--- config.mk ---
export PLATFORM = sky130hd
export DESIGN_NAME = dma_class_mode_sequencer
export DESIGN_NICKNAME = d
export VERILOG_FILES = /design/src/hdl/dma_seq_pkg.sv /design/src/hdl/dma_class_mode_sequencer.sv /design/src/hdl/dma_match_cmp.sv
export SDC_FILE = /design/constraint.sdc
export NUM_CORES = 1
export LEC_CHECK = 0
export ABC_AREA = 0
export BUFFER_PORTS_ARGS = -buffer_cell sky130_fd_sc_hd__buf_4
export CAP_MARGIN = 10
export CORE_MARGIN = 3
export CORE_UTILIZATION = 30
export DETAILED_ROUTE_END_ITERATION = 12
export PLACE_DENSITY_LB_ADDON = 0.15
export SLEW_MARGIN = 25
export SYNTH_ARGS = -nofsm -noshare
export SYNTH_HDL_FRONTEND = slang
export SYNTH_HIERARCHICAL = 1
export SYNTH_SLANG_ARGS = --single-unit
--- constraint.sdc ---
create_clock -name aclk -period 4.5 [get_ports aclk]
set_clock_uncertainty 0.05 [all_clocks]
set_input_delay 0.675 -clock aclk [delete_from_list [all_inputs] [get_ports aclk]]
set_output_delay 0.675 -clock aclk [all_outputs]
set_load 0.05 [all_outputs]
--- src/hdl/dma_seq_pkg.sv ---
// Package for the single-channel byte DMA sequencer.
// Assumes one 50 MHz clock and AXI4-Lite register access with 32-bit data.
package dma_seq_pkg;

	// ==========================================================
	// Timing
	localparam int CLK_NS = 20;
	localparam int BUS_CYCLE_NS = 80;
	localparam int CYC_CLKS = (BUS_CYCLE_NS + CLK_NS - 1) / CLK_NS;
	localparam logic [1:0] CYC_LAST = 2'(CYC_CLKS - 1);

	// ==========================================================
	// Register byte offsets
	localparam logic [7:0] OFS_CTRL = 8'h00;
	localparam logic [7:0] OFS_PORT = 8'h04;
	localparam logic [7:0] OFS_START_A = 8'h08;
	localparam logic [7:0] OFS_START_B = 8'h0c;
	localparam logic [7:0] OFS_BLOCK_LEN = 8'h10;
	localparam logic [7:0] OFS_MATCH = 8'h14;
	localparam logic [7:0] OFS_STATUS = 8'h18;
	localparam logic [7:0] OFS_COUNT = 8'h1c;
	localparam logic [7:0] OFS_ADDR_A = 8'h20;
	localparam logic [7:0] OFS_ADDR_B = 8'h24;

	// ==========================================================
	// Field positions of the status register
	localparam int ST_MATCH = 0;
	localparam int ST_EOB = 1;
	localparam int ST_READY = 2;
	localparam int ST_INT = 3;
	localparam int ST_BUSY = 4;
	localparam int ST_RDY_NOW = 5;

	// ==========================================================
	// Reset values
	localparam logic [15:0] CTRL_RST = 16'h0080;
	localparam logic [7:0] PORT_RST = 8'h00;
	localparam logic [15:0] LEN_RST = 16'h0001;
	localparam logic [7:0] MATCH_RST = 8'h00;
	localparam logic [7:0] MASK_RST = 8'hff;

	// ==========================================================
	// Encodings
	typedef enum logic [1:0] {
		CLS_TRANSFER = 2'h0,
		CLS_SEARCH = 2'h1,
		CLS_XFER_SEARCH = 2'h2,
		CLS_RSVD = 2'h3
	} op_class_t;

	typedef enum logic [1:0] {
		MODE_BYTE = 2'h0,
		MODE_BURST = 2'h1,
		MODE_CONT = 2'h2,
		MODE_RSVD = 2'h3
	} op_mode_t;

	typedef enum logic [1:0] {
		STEP_INC = 2'h0,
		STEP_DEC = 2'h1,
		STEP_FIX = 2'h2,
		STEP_FIX2 = 2'h3
	} step_t;

	typedef struct packed {
		logic [3:0] rsvd;
		logic int_on_ready;
		logic int_on_eob;
		logic int_on_match;
		logic stop_on_match;
		logic ready_high;
		logic force_ready;
		op_mode_t mode;
		logic simultaneous;
		op_class_t op_class;
		logic enable;
	} ctrl_t;

	typedef struct packed {
		logic rsvd;
		step_t b_step;
		step_t a_step;
		logic b_is_io;
		logic a_is_io;
		logic a_is_src;
	} port_t;

	typedef struct packed {
		logic [15:0] addr;
		logic [7:0] dout;
		logic mreq_n;
		logic iorq_n;
		logic rd_n;
		logic wr_n;
	} sysbus_t;

endpackage : dma_seq_pkg

--- src/hdl/dma_class_mode_sequencer.sv ---
// Sequencer of a single-channel byte DMA with AXI4-Lite registers.
// Assumes busack, ready and the data bus pins are asynchronous to aclk.
module dma_class_mode_sequencer
	import dma_seq_pkg::*;
(
	// Clock and reset
	input wire logic aclk,
	input wire logic aresetn,
	// AXI4-Lite write
	input wire logic [7:0] s_axi_awaddr,
	input wire logic s_axi_awvalid,
	output logic s_axi_awready,
	input wire logic [31:0] s_axi_wdata,
	input wire logic [3:0] s_axi_wstrb,
	input wire logic s_axi_wvalid,
	output logic s_axi_wready,
	output logic [1:0] s_axi_bresp,
	output logic s_axi_bvalid,
	input wire logic s_axi_bready,
	// AXI4-Lite read
	input wire logic [7:0] s_axi_araddr,
	input wire logic s_axi_arvalid,
	output logic s_axi_arready,
	output logic [31:0] s_axi_rdata,
	output logic [1:0] s_axi_rresp,
	output logic s_axi_rvalid,
	input wire logic s_axi_rready,
	// System bus arbitration
	output logic bus_req,
	input wire logic bus_ack,
	// Port ready and interrupt
	input wire logic port_ready,
	output logic int_req,
	// System bus
	output sysbus_t sys_out,
	output logic sys_oe,
	input wire logic [7:0] sys_din,
	output logic sys_data_oe
);

	// ==========================================================
	// Types and signals
	typedef enum logic [3:0] {
		S_IDLE = 4'h0,
		S_WAIT_RDY = 4'h1,
		S_REQ = 4'h2,
		S_RD = 4'h3,
		S_WR = 4'h4,
		S_FLY = 4'h5,
		S_CHECK = 4'h6,
		S_PAUSE = 4'h7,
		S_REL = 4'h8
	} state_t;

	state_t state_q, state_d;
	logic [1:0] cyc_q, cyc_d;
	logic [15:0] cnt_a_q, cnt_a_d, cnt_b_q, cnt_b_d, count_q, count_d;
	logic [7:0] data_q, data_d;
	logic first_q, first_d, stop_q, stop_d, own_q, own_d;
	sysbus_t bus_q, bus_d;
	logic [1:0] ack_sync_q, rdy_sync_q;
	logic [7:0] din_s1_q, din_s2_q;
	ctrl_t ctrl_q, ctrl_d;
	port_t port_q, port_d;
	logic [15:0] start_a_q, start_a_d, start_b_q, start_b_d, len_q, len_d;
	logic [7:0] match_q, match_d, mask_q, mask_d;
	logic [3:0] status_q, status_d, st_set, st_clr;
	logic hw_stop;
	logic [7:0] aw_addr_q, aw_addr_d;
	logic aw_have_q, aw_have_d, w_have_q, w_have_d;
	logic [31:0] w_data_q, w_data_d, rdata_q, rdata_d, wr_word, rd_word;
	logic [3:0] w_strb_q, w_strb_d;
	logic bvalid_q, bvalid_d, rvalid_q, rvalid_d, wr_err, rd_err, do_wr;
	logic [1:0] bresp_q, bresp_d, rresp_q, rresp_d;
	logic busack_s, ready_eff, hit, search_on, write_on, fly_ok, cyc_end, eob;
	logic [15:0] eff_len;

	// ==========================================================
	// Input synchronisers
	always_ff @(posedge aclk) begin
		if (!aresetn) begin
			ack_sync_q <= 2'h0;
			rdy_sync_q <= 2'h0;
			din_s1_q <= 8'h00;
			din_s2_q <= 8'h00;
		end else begin
			ack_sync_q <= {ack_sync_q[0], bus_ack};
			rdy_sync_q <= {rdy_sync_q[0], port_ready};
			din_s1_q <= sys_din;
			din_s2_q <= din_s1_q;
		end
	end

	assign busack_s = ack_sync_q[1];
	assign ready_eff = ctrl_q.force_ready | (rdy_sync_q[1] == ctrl_q.ready_high);

	// ==========================================================
	// Class decode
	assign search_on = (ctrl_q.op_class == CLS_SEARCH) || (ctrl_q.op_class == CLS_XFER_SEARCH);
	assign write_on = (ctrl_q.op_class != CLS_SEARCH);
	assign fly_ok = ctrl_q.simultaneous && write_on && (port_q.a_is_io != port_q.b_is_io);
	assign cyc_end = (cyc_q == CYC_LAST);
	assign eff_len = (len_q == 16'h0000) ? 16'h0001 : len_q;
	assign eob = (count_q == eff_len);

	dma_match_cmp u_cmp (
		.data(data_q),
		.match(match_q),
		.mask(mask_q),
		.hit(hit)
	);

	function automatic logic [15:0] step_addr(input logic [15:0] a, input step_t s);
		if (s == STEP_INC) begin
			return a + 16'h0001;
		end else if (s == STEP_DEC) begin
			return a - 16'h0001;
		end
		return a;
	endfunction : step_addr

	// ==========================================================
	// Sequencer next state
	always_comb begin
		state_d = state_q;
		cyc_d = cyc_q;
		cnt_a_d = cnt_a_q;
		cnt_b_d = cnt_b_q;
		count_d = count_q;
		data_d = data_q;
		first_d = first_q;
		stop_d = stop_q;
		own_d = own_q;
		st_set = 4'h0;
		hw_stop = 1'b0;
		case (state_q)
			S_IDLE: begin
				if (ctrl_q.enable) begin
					cnt_a_d = start_a_q;
					cnt_b_d = start_b_q;
					count_d = 16'h0000;
					first_d = 1'b1;
					stop_d = 1'b0;
					state_d = S_WAIT_RDY;
				end
			end
			S_WAIT_RDY: begin
				if (!ctrl_q.enable) begin
					state_d = S_IDLE;
				end else if (ready_eff) begin
					st_set[ST_READY] = 1'b1;
					st_set[ST_INT] = ctrl_q.int_on_ready;
					state_d = S_REQ;
				end
			end
			S_REQ: begin
				if (busack_s) begin
					own_d = 1'b1;
					cyc_d = 2'h0;
					state_d = fly_ok ? S_FLY : S_RD;
					if (!first_q) begin
						if (port_q.a_is_src || fly_ok) begin
							cnt_a_d = step_addr(cnt_a_q, port_q.a_step);
						end
						if (!port_q.a_is_src || fly_ok) begin
							cnt_b_d = step_addr(cnt_b_q, port_q.b_step);
						end
					end
				end
			end
			S_RD: begin
				cyc_d = cyc_q + 2'h1;
				if (cyc_end) begin
					data_d = din_s2_q;
					cyc_d = 2'h0;
					if (write_on) begin
						state_d = S_WR;
						if (!first_q) begin
							if (port_q.a_is_src) begin
								cnt_b_d = step_addr(cnt_b_q, port_q.b_step);
							end else begin
								cnt_a_d = step_addr(cnt_a_q, port_q.a_step);
							end
						end
					end else begin
						state_d = S_CHECK;
					end
				end
			end
			S_WR, S_FLY: begin
				cyc_d = cyc_q + 2'h1;
				if (cyc_end) begin
					if (state_q == S_FLY) begin
						data_d = din_s2_q;
					end
					cyc_d = 2'h0;
					state_d = S_CHECK;
				end
			end
			S_CHECK: begin
				first_d = 1'b0;
				count_d = count_q + 16'h0001;
				st_set[ST_MATCH] = search_on & hit;
				st_set[ST_EOB] = eob;
				st_set[ST_INT] = (search_on & hit & ctrl_q.int_on_match) |
					(eob & ctrl_q.int_on_eob);
				if (eob || (search_on && hit && ctrl_q.stop_on_match)) begin
					stop_d = 1'b1;
					hw_stop = 1'b1;
					state_d = S_REL;
				end else if (ctrl_q.mode == MODE_BYTE) begin
					state_d = S_REL;
				end else if (ctrl_q.mode == MODE_CONT) begin
					state_d = S_PAUSE;
				end else if (!ready_eff || (search_on && hit)) begin
					state_d = S_REL;
				end else begin
					state_d = S_PAUSE;
				end
			end
			S_PAUSE: begin
				if (ready_eff) begin
					cyc_d = 2'h0;
					state_d = fly_ok ? S_FLY : S_RD;
					if (port_q.a_is_src || fly_ok) begin
						cnt_a_d = step_addr(cnt_a_q, port_q.a_step);
					end
					if (!port_q.a_is_src || fly_ok) begin
						cnt_b_d = step_addr(cnt_b_q, port_q.b_step);
					end
				end
			end
			S_REL: begin
				own_d = 1'b0;
				if (!busack_s) begin
					state_d = stop_q ? S_IDLE : S_WAIT_RDY;
				end
			end
			default: begin
				state_d = S_IDLE;
			end
		endcase
	end

	// ==========================================================
	// Bus drive, derived from the next state
	always_comb begin
		bus_d.addr = 16'h0000;
		bus_d.dout = data_d;
		bus_d.mreq_n = 1'b1;
		bus_d.iorq_n = 1'b1;
		bus_d.rd_n = 1'b1;
		bus_d.wr_n = 1'b1;
		if (state_d == S_RD) begin
			bus_d.addr = port_q.a_is_src ? cnt_a_d : cnt_b_d;
			bus_d.rd_n = 1'b0;
			if ((port_q.a_is_src ? port_q.a_is_io : port_q.b_is_io)) begin
				bus_d.iorq_n = 1'b0;
			end else begin
				bus_d.mreq_n = 1'b0;
			end
		end else if (state_d == S_WR) begin
			bus_d.addr = port_q.a_is_src ? cnt_b_d : cnt_a_d;
			bus_d.wr_n = 1'b0;
			if ((port_q.a_is_src ? port_q.b_is_io : port_q.a_is_io)) begin
				bus_d.iorq_n = 1'b0;
			end else begin
				bus_d.mreq_n = 1'b0;
			end
		end else if (state_d == S_FLY) begin
			bus_d.addr = port_q.a_is_io ? cnt_b_d : cnt_a_d;
			bus_d.mreq_n = 1'b0;
			bus_d.iorq_n = 1'b0;
			bus_d.rd_n = 1'b0;
			bus_d.wr_n = 1'b0;
		end
	end

	always_ff @(posedge aclk) begin
		if (!aresetn) begin
			state_q <= S_IDLE;
			cyc_q <= 2'h0;
			cnt_a_q <= 16'h0000;
			cnt_b_q <= 16'h0000;
			count_q <= 16'h0000;
			data_q <= 8'h00;
			first_q <= 1'b1;
			stop_q <= 1'b0;
			own_q <= 1'b0;
			bus_q <= '1;
		end else begin
			state_q <= state_d;
			cyc_q <= cyc_d;
			cnt_a_q <= cnt_a_d;
			cnt_b_q <= cnt_b_d;
			count_q <= count_d;
			data_q <= data_d;
			first_q <= first_d;
			stop_q <= stop_d;
			own_q <= own_d;
			bus_q <= bus_d;
		end
	end

	assign bus_req = (state_q == S_REQ) || (own_q && (state_q != S_REL));
	assign sys_out = bus_q;
	assign sys_oe = own_q & busack_s;
	assign sys_data_oe = own_q & busack_s & (state_q == S_WR);
	assign int_req = status_q[ST_INT];

	// ==========================================================
	// Register file and AXI4-Lite slave
	function automatic logic [31:0] merge(input logic [31:0] o, input logic [31:0] n,
		input logic [3:0] s);
		logic [31:0] r;
		r = o;
		for (int i = 0; i < 4; i++) begin
			if (s[i]) begin
				r[i*8 +: 8] = n[i*8 +: 8];
			end
		end
		return r;
	endfunction : merge

	assign s_axi_awready = !aw_have_q && !bvalid_q;
	assign s_axi_wready = !w_have_q && !bvalid_q;
	assign s_axi_arready = !rvalid_q;
	assign s_axi_bvalid = bvalid_q;
	assign s_axi_bresp = bresp_q;
	assign s_axi_rvalid = rvalid_q;
	assign s_axi_rdata = rdata_q;
	assign s_axi_rresp = rresp_q;
	assign do_wr = aw_have_q && w_have_q;

	always_comb begin
		rd_err = 1'b0;
		rd_word = 32'h0000_0000;
		if (s_axi_araddr == OFS_CTRL) begin
			rd_word = {16'h0000, ctrl_q};
		end else if (s_axi_araddr == OFS_PORT) begin
			rd_word = {24'h000000, port_q};
		end else if (s_axi_araddr == OFS_START_A) begin
			rd_word = {16'h0000, start_a_q};
		end else if (s_axi_araddr == OFS_START_B) begin
			rd_word = {16'h0000, start_b_q};
		end else if (s_axi_araddr == OFS_BLOCK_LEN) begin
			rd_word = {16'h0000, len_q};
		end else if (s_axi_araddr == OFS_MATCH) begin
			rd_word = {16'h0000, mask_q, match_q};
		end else if (s_axi_araddr == OFS_STATUS) begin
			rd_word = {26'h0000000, ready_eff, (state_q != S_IDLE), status_q};
		end else if (s_axi_araddr == OFS_COUNT) begin
			rd_word = {16'h0000, count_q};
		end else if (s_axi_araddr == OFS_ADDR_A) begin
			rd_word = {16'h0000, cnt_a_q};
		end else if (s_axi_araddr == OFS_ADDR_B) begin
			rd_word = {16'h0000, cnt_b_q};
		end else begin
			rd_err = 1'b1;
		end
	end

	always_comb begin
		aw_have_d = aw_have_q | (s_axi_awvalid & s_axi_awready);
		aw_addr_d = (s_axi_awvalid & s_axi_awready) ? s_axi_awaddr : aw_addr_q;
		w_have_d = w_have_q | (s_axi_wvalid & s_axi_wready);
		w_data_d = (s_axi_wvalid & s_axi_wready) ? s_axi_wdata : w_data_q;
		w_strb_d = (s_axi_wvalid & s_axi_wready) ? s_axi_wstrb : w_strb_q;
		bvalid_d = bvalid_q & ~s_axi_bready;
		bresp_d = bresp_q;
		rvalid_d = rvalid_q & ~s_axi_rready;
		rdata_d = rdata_q;
		rresp_d = rresp_q;
		ctrl_d = ctrl_q;
		port_d = port_q;
		start_a_d = start_a_q;
		start_b_d = start_b_q;
		len_d = len_q;
		match_d = match_q;
		mask_d = mask_q;
		st_clr = 4'h0;
		wr_err = 1'b0;
		wr_word = 32'h0000_0000;
		if (hw_stop) begin
			ctrl_d.enable = 1'b0;
		end
		if (do_wr) begin
			aw_have_d = 1'b0;
			w_have_d = 1'b0;
			bvalid_d = 1'b1;
			if (aw_addr_q == OFS_CTRL) begin
				wr_word = merge({16'h0000, ctrl_q}, w_data_q, w_strb_q);
				ctrl_d = wr_word[15:0];
				ctrl_d.rsvd = 4'h0;
			end else if (aw_addr_q == OFS_PORT) begin
				wr_word = merge({24'h000000, port_q}, w_data_q, w_strb_q);
				port_d = wr_word[7:0];
				port_d.rsvd = 1'b0;
			end else if (aw_addr_q == OFS_START_A) begin
				wr_word = merge({16'h0000, start_a_q}, w_data_q, w_strb_q);
				start_a_d = wr_word[15:0];
			end else if (aw_addr_q == OFS_START_B) begin
				wr_word = merge({16'h0000, start_b_q}, w_data_q, w_strb_q);
				start_b_d = wr_word[15:0];
			end else if (aw_addr_q == OFS_BLOCK_LEN) begin
				wr_word = merge({16'h0000, len_q}, w_data_q, w_strb_q);
				len_d = wr_word[15:0];
			end else if (aw_addr_q == OFS_MATCH) begin
				wr_word = merge({16'h0000, mask_q, match_q}, w_data_q, w_strb_q);
				match_d = wr_word[7:0];
				mask_d = wr_word[15:8];
			end else if (aw_addr_q == OFS_STATUS) begin
				st_clr = w_strb_q[0] ? w_data_q[3:0] : 4'h0;
			end else if (aw_addr_q != OFS_COUNT && aw_addr_q != OFS_ADDR_A &&
				aw_addr_q != OFS_ADDR_B) begin
				wr_err = 1'b1;
			end
			bresp_d = wr_err ? 2'h2 : 2'h0;
		end
		if (s_axi_arvalid && s_axi_arready) begin
			rvalid_d = 1'b1;
			rdata_d = rd_word;
			rresp_d = rd_err ? 2'h2 : 2'h0;
		end
		status_d = (status_q & ~st_clr) | st_set;
	end

	always_ff @(posedge aclk) begin
		if (!aresetn) begin
			aw_have_q <= 1'b0;
			aw_addr_q <= 8'h00;
			w_have_q <= 1'b0;
			w_data_q <= 32'h0000_0000;
			w_strb_q <= 4'h0;
			bvalid_q <= 1'b0;
			bresp_q <= 2'h0;
			rvalid_q <= 1'b0;
			rdata_q <= 32'h0000_0000;
			rresp_q <= 2'h0;
			ctrl_q <= CTRL_RST;
			port_q <= PORT_RST;
			start_a_q <= 16'h0000;
			start_b_q <= 16'h0000;
			len_q <= LEN_RST;
			match_q <= MATCH_RST;
			mask_q <= MASK_RST;
			status_q <= 4'h0;
		end else begin
			aw_have_q <= aw_have_d;
			aw_addr_q <= aw_addr_d;
			w_have_q <= w_have_d;
			w_data_q <= w_data_d;
			w_strb_q <= w_strb_d;
			bvalid_q <= bvalid_d;
			bresp_q <= bresp_d;
			rvalid_q <= rvalid_d;
			rdata_q <= rdata_d;
			rresp_q <= rresp_d;
			ctrl_q <= ctrl_d;
			port_q <= port_d;
			start_a_q <= start_a_d;
			start_b_q <= start_b_d;
			len_q <= len_d;
			match_q <= match_d;
			mask_q <= mask_d;
			status_q <= status_d;
		end
	end

endmodule : dma_class_mode_sequencer

--- src/hdl/dma_match_cmp.sv ---
// Masked byte comparator for the search classes.
// Assumes all inputs come from registers on the same clock.
module dma_match_cmp (
	// Operands
	input wire logic [7:0] data,
	input wire logic [7:0] match,
	input wire logic [7:0] mask,
	// Result
	output logic hit
);

	// ==========================================================
	// Compare
	always_comb begin
		hit = (((data ^ match) & mask) == 8'h00);
	end

endmodule : dma_match_cmp

==> flow_metrics.tcl <==
set metrics [dict create \
    n_fill_cell 4435 \
    yosys.area.top_type "dfxtp_1" \
    clk-insertion-delay-late_ns 0.59 \
    tns_ns 0 \
    finalSetupViolations 0 \
    overflow 0 \
    totalWireLength_um 45100 \
    core_um2 42200 \
    p_per_area_nw_per_um2 349 \
    netlist_instances 1542 \
    die_area_um2 45500 \
    worstRegToRegCells 14 \
    cp-start-kind "flip-flop" \
    drt_iter0_markers 996 \
    vias 11700 \
    cts_setup_buffers 0 \
    cts.sinks 248 \
    cts_tree "built" \
    finalHoldViolCount 0 \
    yosys_warnings 6 \
    worst_pin_slew_ns 0.960 \
    ys.flop_type "dfxtp_1" \
    crit_fanout 12 \
    placed_area_um2 14200 \
    cts_buffers 30 \
    worstPathArrival_ns 4.11 \
    max_freq_mhz 268 \
    avgSynthCellArea_um2 8.35 \
    gp_congestion 0.914 \
    ys_types 77 \
    period_minus_slack_ns 3.73 \
    vdd_drop_max_mv 0.263 \
    num_io_pins 142 \
    ys_seq_elements 248 \
    p_leak_nw 5.94 \
    cts_root_buf "clkbuf_16" \
    cts_buffer_depth 3 \
    worstReg2RegEnd "sys_out[26]" \
    nets 1732 \
    grt_antenna_before_repair 1 \
    drtPass1Iterations 6 \
    die_h_um 213 \
    num_rows 75 \
    cap_violations 0 \
    place_worst_setup_slack_ns 0.737 \
    reg2reg_from "port_q[6]" \
    seq_area_frac_synth_pct 38.5 \
    hp-start "s_axi_rready" \
    detail-route-antenna-nets 0 \
    rsz0062_at_grt "no" \
    initial_utilization_pct 30.5 \
    synth_common_cells "dfxtp_1 (248), nor2_1 (179), nand2_1 (165)" \
    fin_ws_ns 0.765 \
    n_antenna_cell 0 \
    hold_buffers 0 \
    yosysMostFrequentCell "dfxtp_1" \
    synth_area_um2 12900 \
    critPathKind "flip-flop to flip-flop" \
    grt_max_degree 79 \
    synthTopCellsByArea "dfxtp_1 (39%), mux2i_1 (8.2%), nor2_1 (5.2%)" \
    hold_path.class "primary input to flip-flop" \
    drc_errors 0 \
    final_cell_area_um2 15300 \
    area_growth_syn_to_layout_pct 18.5 \
    status "complete, no violations" \
    period_share_pct 83.0 \
    reg2reg_slack_ns 0.77 \
    grt_pass1_vias 11200 \
    synth_edf_count 0 \
    io_buffers 105 \
    synthArstFlopShare_pct 0 \
    die-width_um 213 \
    cp.required_ns 4.87 \
    worstHoldPathCells 2 \
    min_to "s_axi_rvalid" \
    hpwlAfterDp_um 33900 \
    cts_resized 0 \
    ctsHtreeMaxLevel 1 \
    drive_gt1_share_pct 13.1 \
    routedWlPerCell_um 20.6 \
    endpoint_kind "flip-flop" \
    routed_via_density 5.35 \
    clkTransAtPathRegs_ns 0.06 \
    grt_pass1_wl_um 68200 \
    synth_top_area_share_pct 38.5 \
    slew_headroom_pct 35.8 \
    grt.total_usage_pct 19.4 \
    drv_slew 0 \
]
-- sequential cells by signal, indices dropped and copies added, names as in the netlist, 4 cells and up --
signal       cells
count_q         16
len_q           16
s_axi_rdata     16
aw_addr_q        8
state_q          4
status_q         4
data_q           8
din_s1_q         8
start_a_q       16
mask_q           8
cnt_a_q         16
cnt_b_q         16
ctrl_q          12
match_q          8
sys_out         28
port_q           7
start_b_q       16
w_data_q        16
din_s2_q         8
-- stage by stage --
step	utilization [%]	hold WS, ns	total power, mW	instances
6_report	36.2	0.219	5.33	2185
5_1_grt	36.2	0.203	5.51	2185
4_1_cts	36.1	0.182	5.41	2185
3_5_place_dp	33.6	0.370	2.73	2130
3_3_place_gp	33.6	0.365	2.73	2130
2_1_floorplan	-	0.362	2.59	1559
-- layout make-up --
type                       instances  area [um^2]  share of cell area (%)
timing repair buffer             138         1050                    6.87
multi-input combinational       1174         7390                    48.4
tap                              539          674                    4.42
inverter                          31          119                   0.778
clock buffer                      39          815                    5.33
clock inverter                    16          263                    1.72
sequential                       248         4960                    32.5
-- cell usage in the layout, fill, tap and decap left out, types with 15 or more instances in the layout --
cell type and n:
a21o_1 20, a21oi_1 132, a221oi_1 15, a22oi_1 30
and2_1 41, buf_4 137, clkbuf_16 30, conb_1 18
dfxtp_1 248, ha_1 38, inv_1 30, mux2i_1 106
nand2_1 165, nand3_1 41, nor2_1 178, nor3_1 23
o21ai_0 81, o221ai_1 17, xnor2_1 21, xor2_1 33
-- critical path: stages, from the launching register on --
cell and delay (ns):
dfxtp_1 0.45, nor2_1 0.07, buf_4 0.17, inv_1 0.16, buf_4 0.24, ha_1 0.28
a21oi_1 0.18, a21oi_1 0.12, o31ai_1 0.36, a21oi_1 0.21, a311o_1 0.39, a21oi_1 0.19
xnor2_1 0.08, a222oi_1 0.44, o221ai_1 0.20
-- metal layers --
metal / part of all wire, % / vias to the layer above / GRT usage [%] / routed length (um)
li1: - / 5714 / - / -
met1: 47 / 5574 / 27.6 / 21000
met2: 45 / 321 / 31.0 / 20400
met3: 5.5 / 69 / 2.44 / 2470
met4: 2.6 / 2 / 5.22 / 1170
met5: 0.031 / - / 0 / 14
-- where the power goes --
part / switching, mW / leakage [nW] / total [mW] / internal (mW)
combinational: 0.273 / 3.39 / 0.387 / 0.113
sequential: 0.0510 / 2.02 / 2.29 / 2.24
clock: 1.02 / 0.531 / 2.65 / 1.62
-- kinds of logic (layout without fill, tap and decap cells) --
family | count (synthesis) | after routing | synth area share (%)
adders and majority gates | 40 | 40 | 4.00
muxes | 111 | 111 | 8.67
other | 1 | 18 | 0.0291
buffers and inverters | 137 | 224 | 4.73
DFF | 248 | 248 | 38.5
xor gates and xnor gates | 55 | 55 | 3.85
AOI/OAI and AO/OA | 418 | 418 | 21.2
and+or+nand+nor | 532 | 532 | 18.9
-- worst max path at each step --
| stage | from | to | slack (ns) | cells after the start |
|---|---|---|---|---|
| finish | port_q[6] | sys_out[26] | 0.77 | 14 |
| global route | port_q[6] | sys_out[26] | 0.43 | 14 |
| CTS | port_q[6] | sys_out[26] | 0.77 | 14 |
| detailed placement | s_axi_araddr[1] | s_axi_rdata[10] | 0.74 | 10 |
| global placement | port_q[6] | sys_out[26] | 0.82 | 14 |
| floorplan | port_q[4] | sys_out[25] | 1.26 | 12 |
Note: power is estimated with default switching activity, not from simulation.
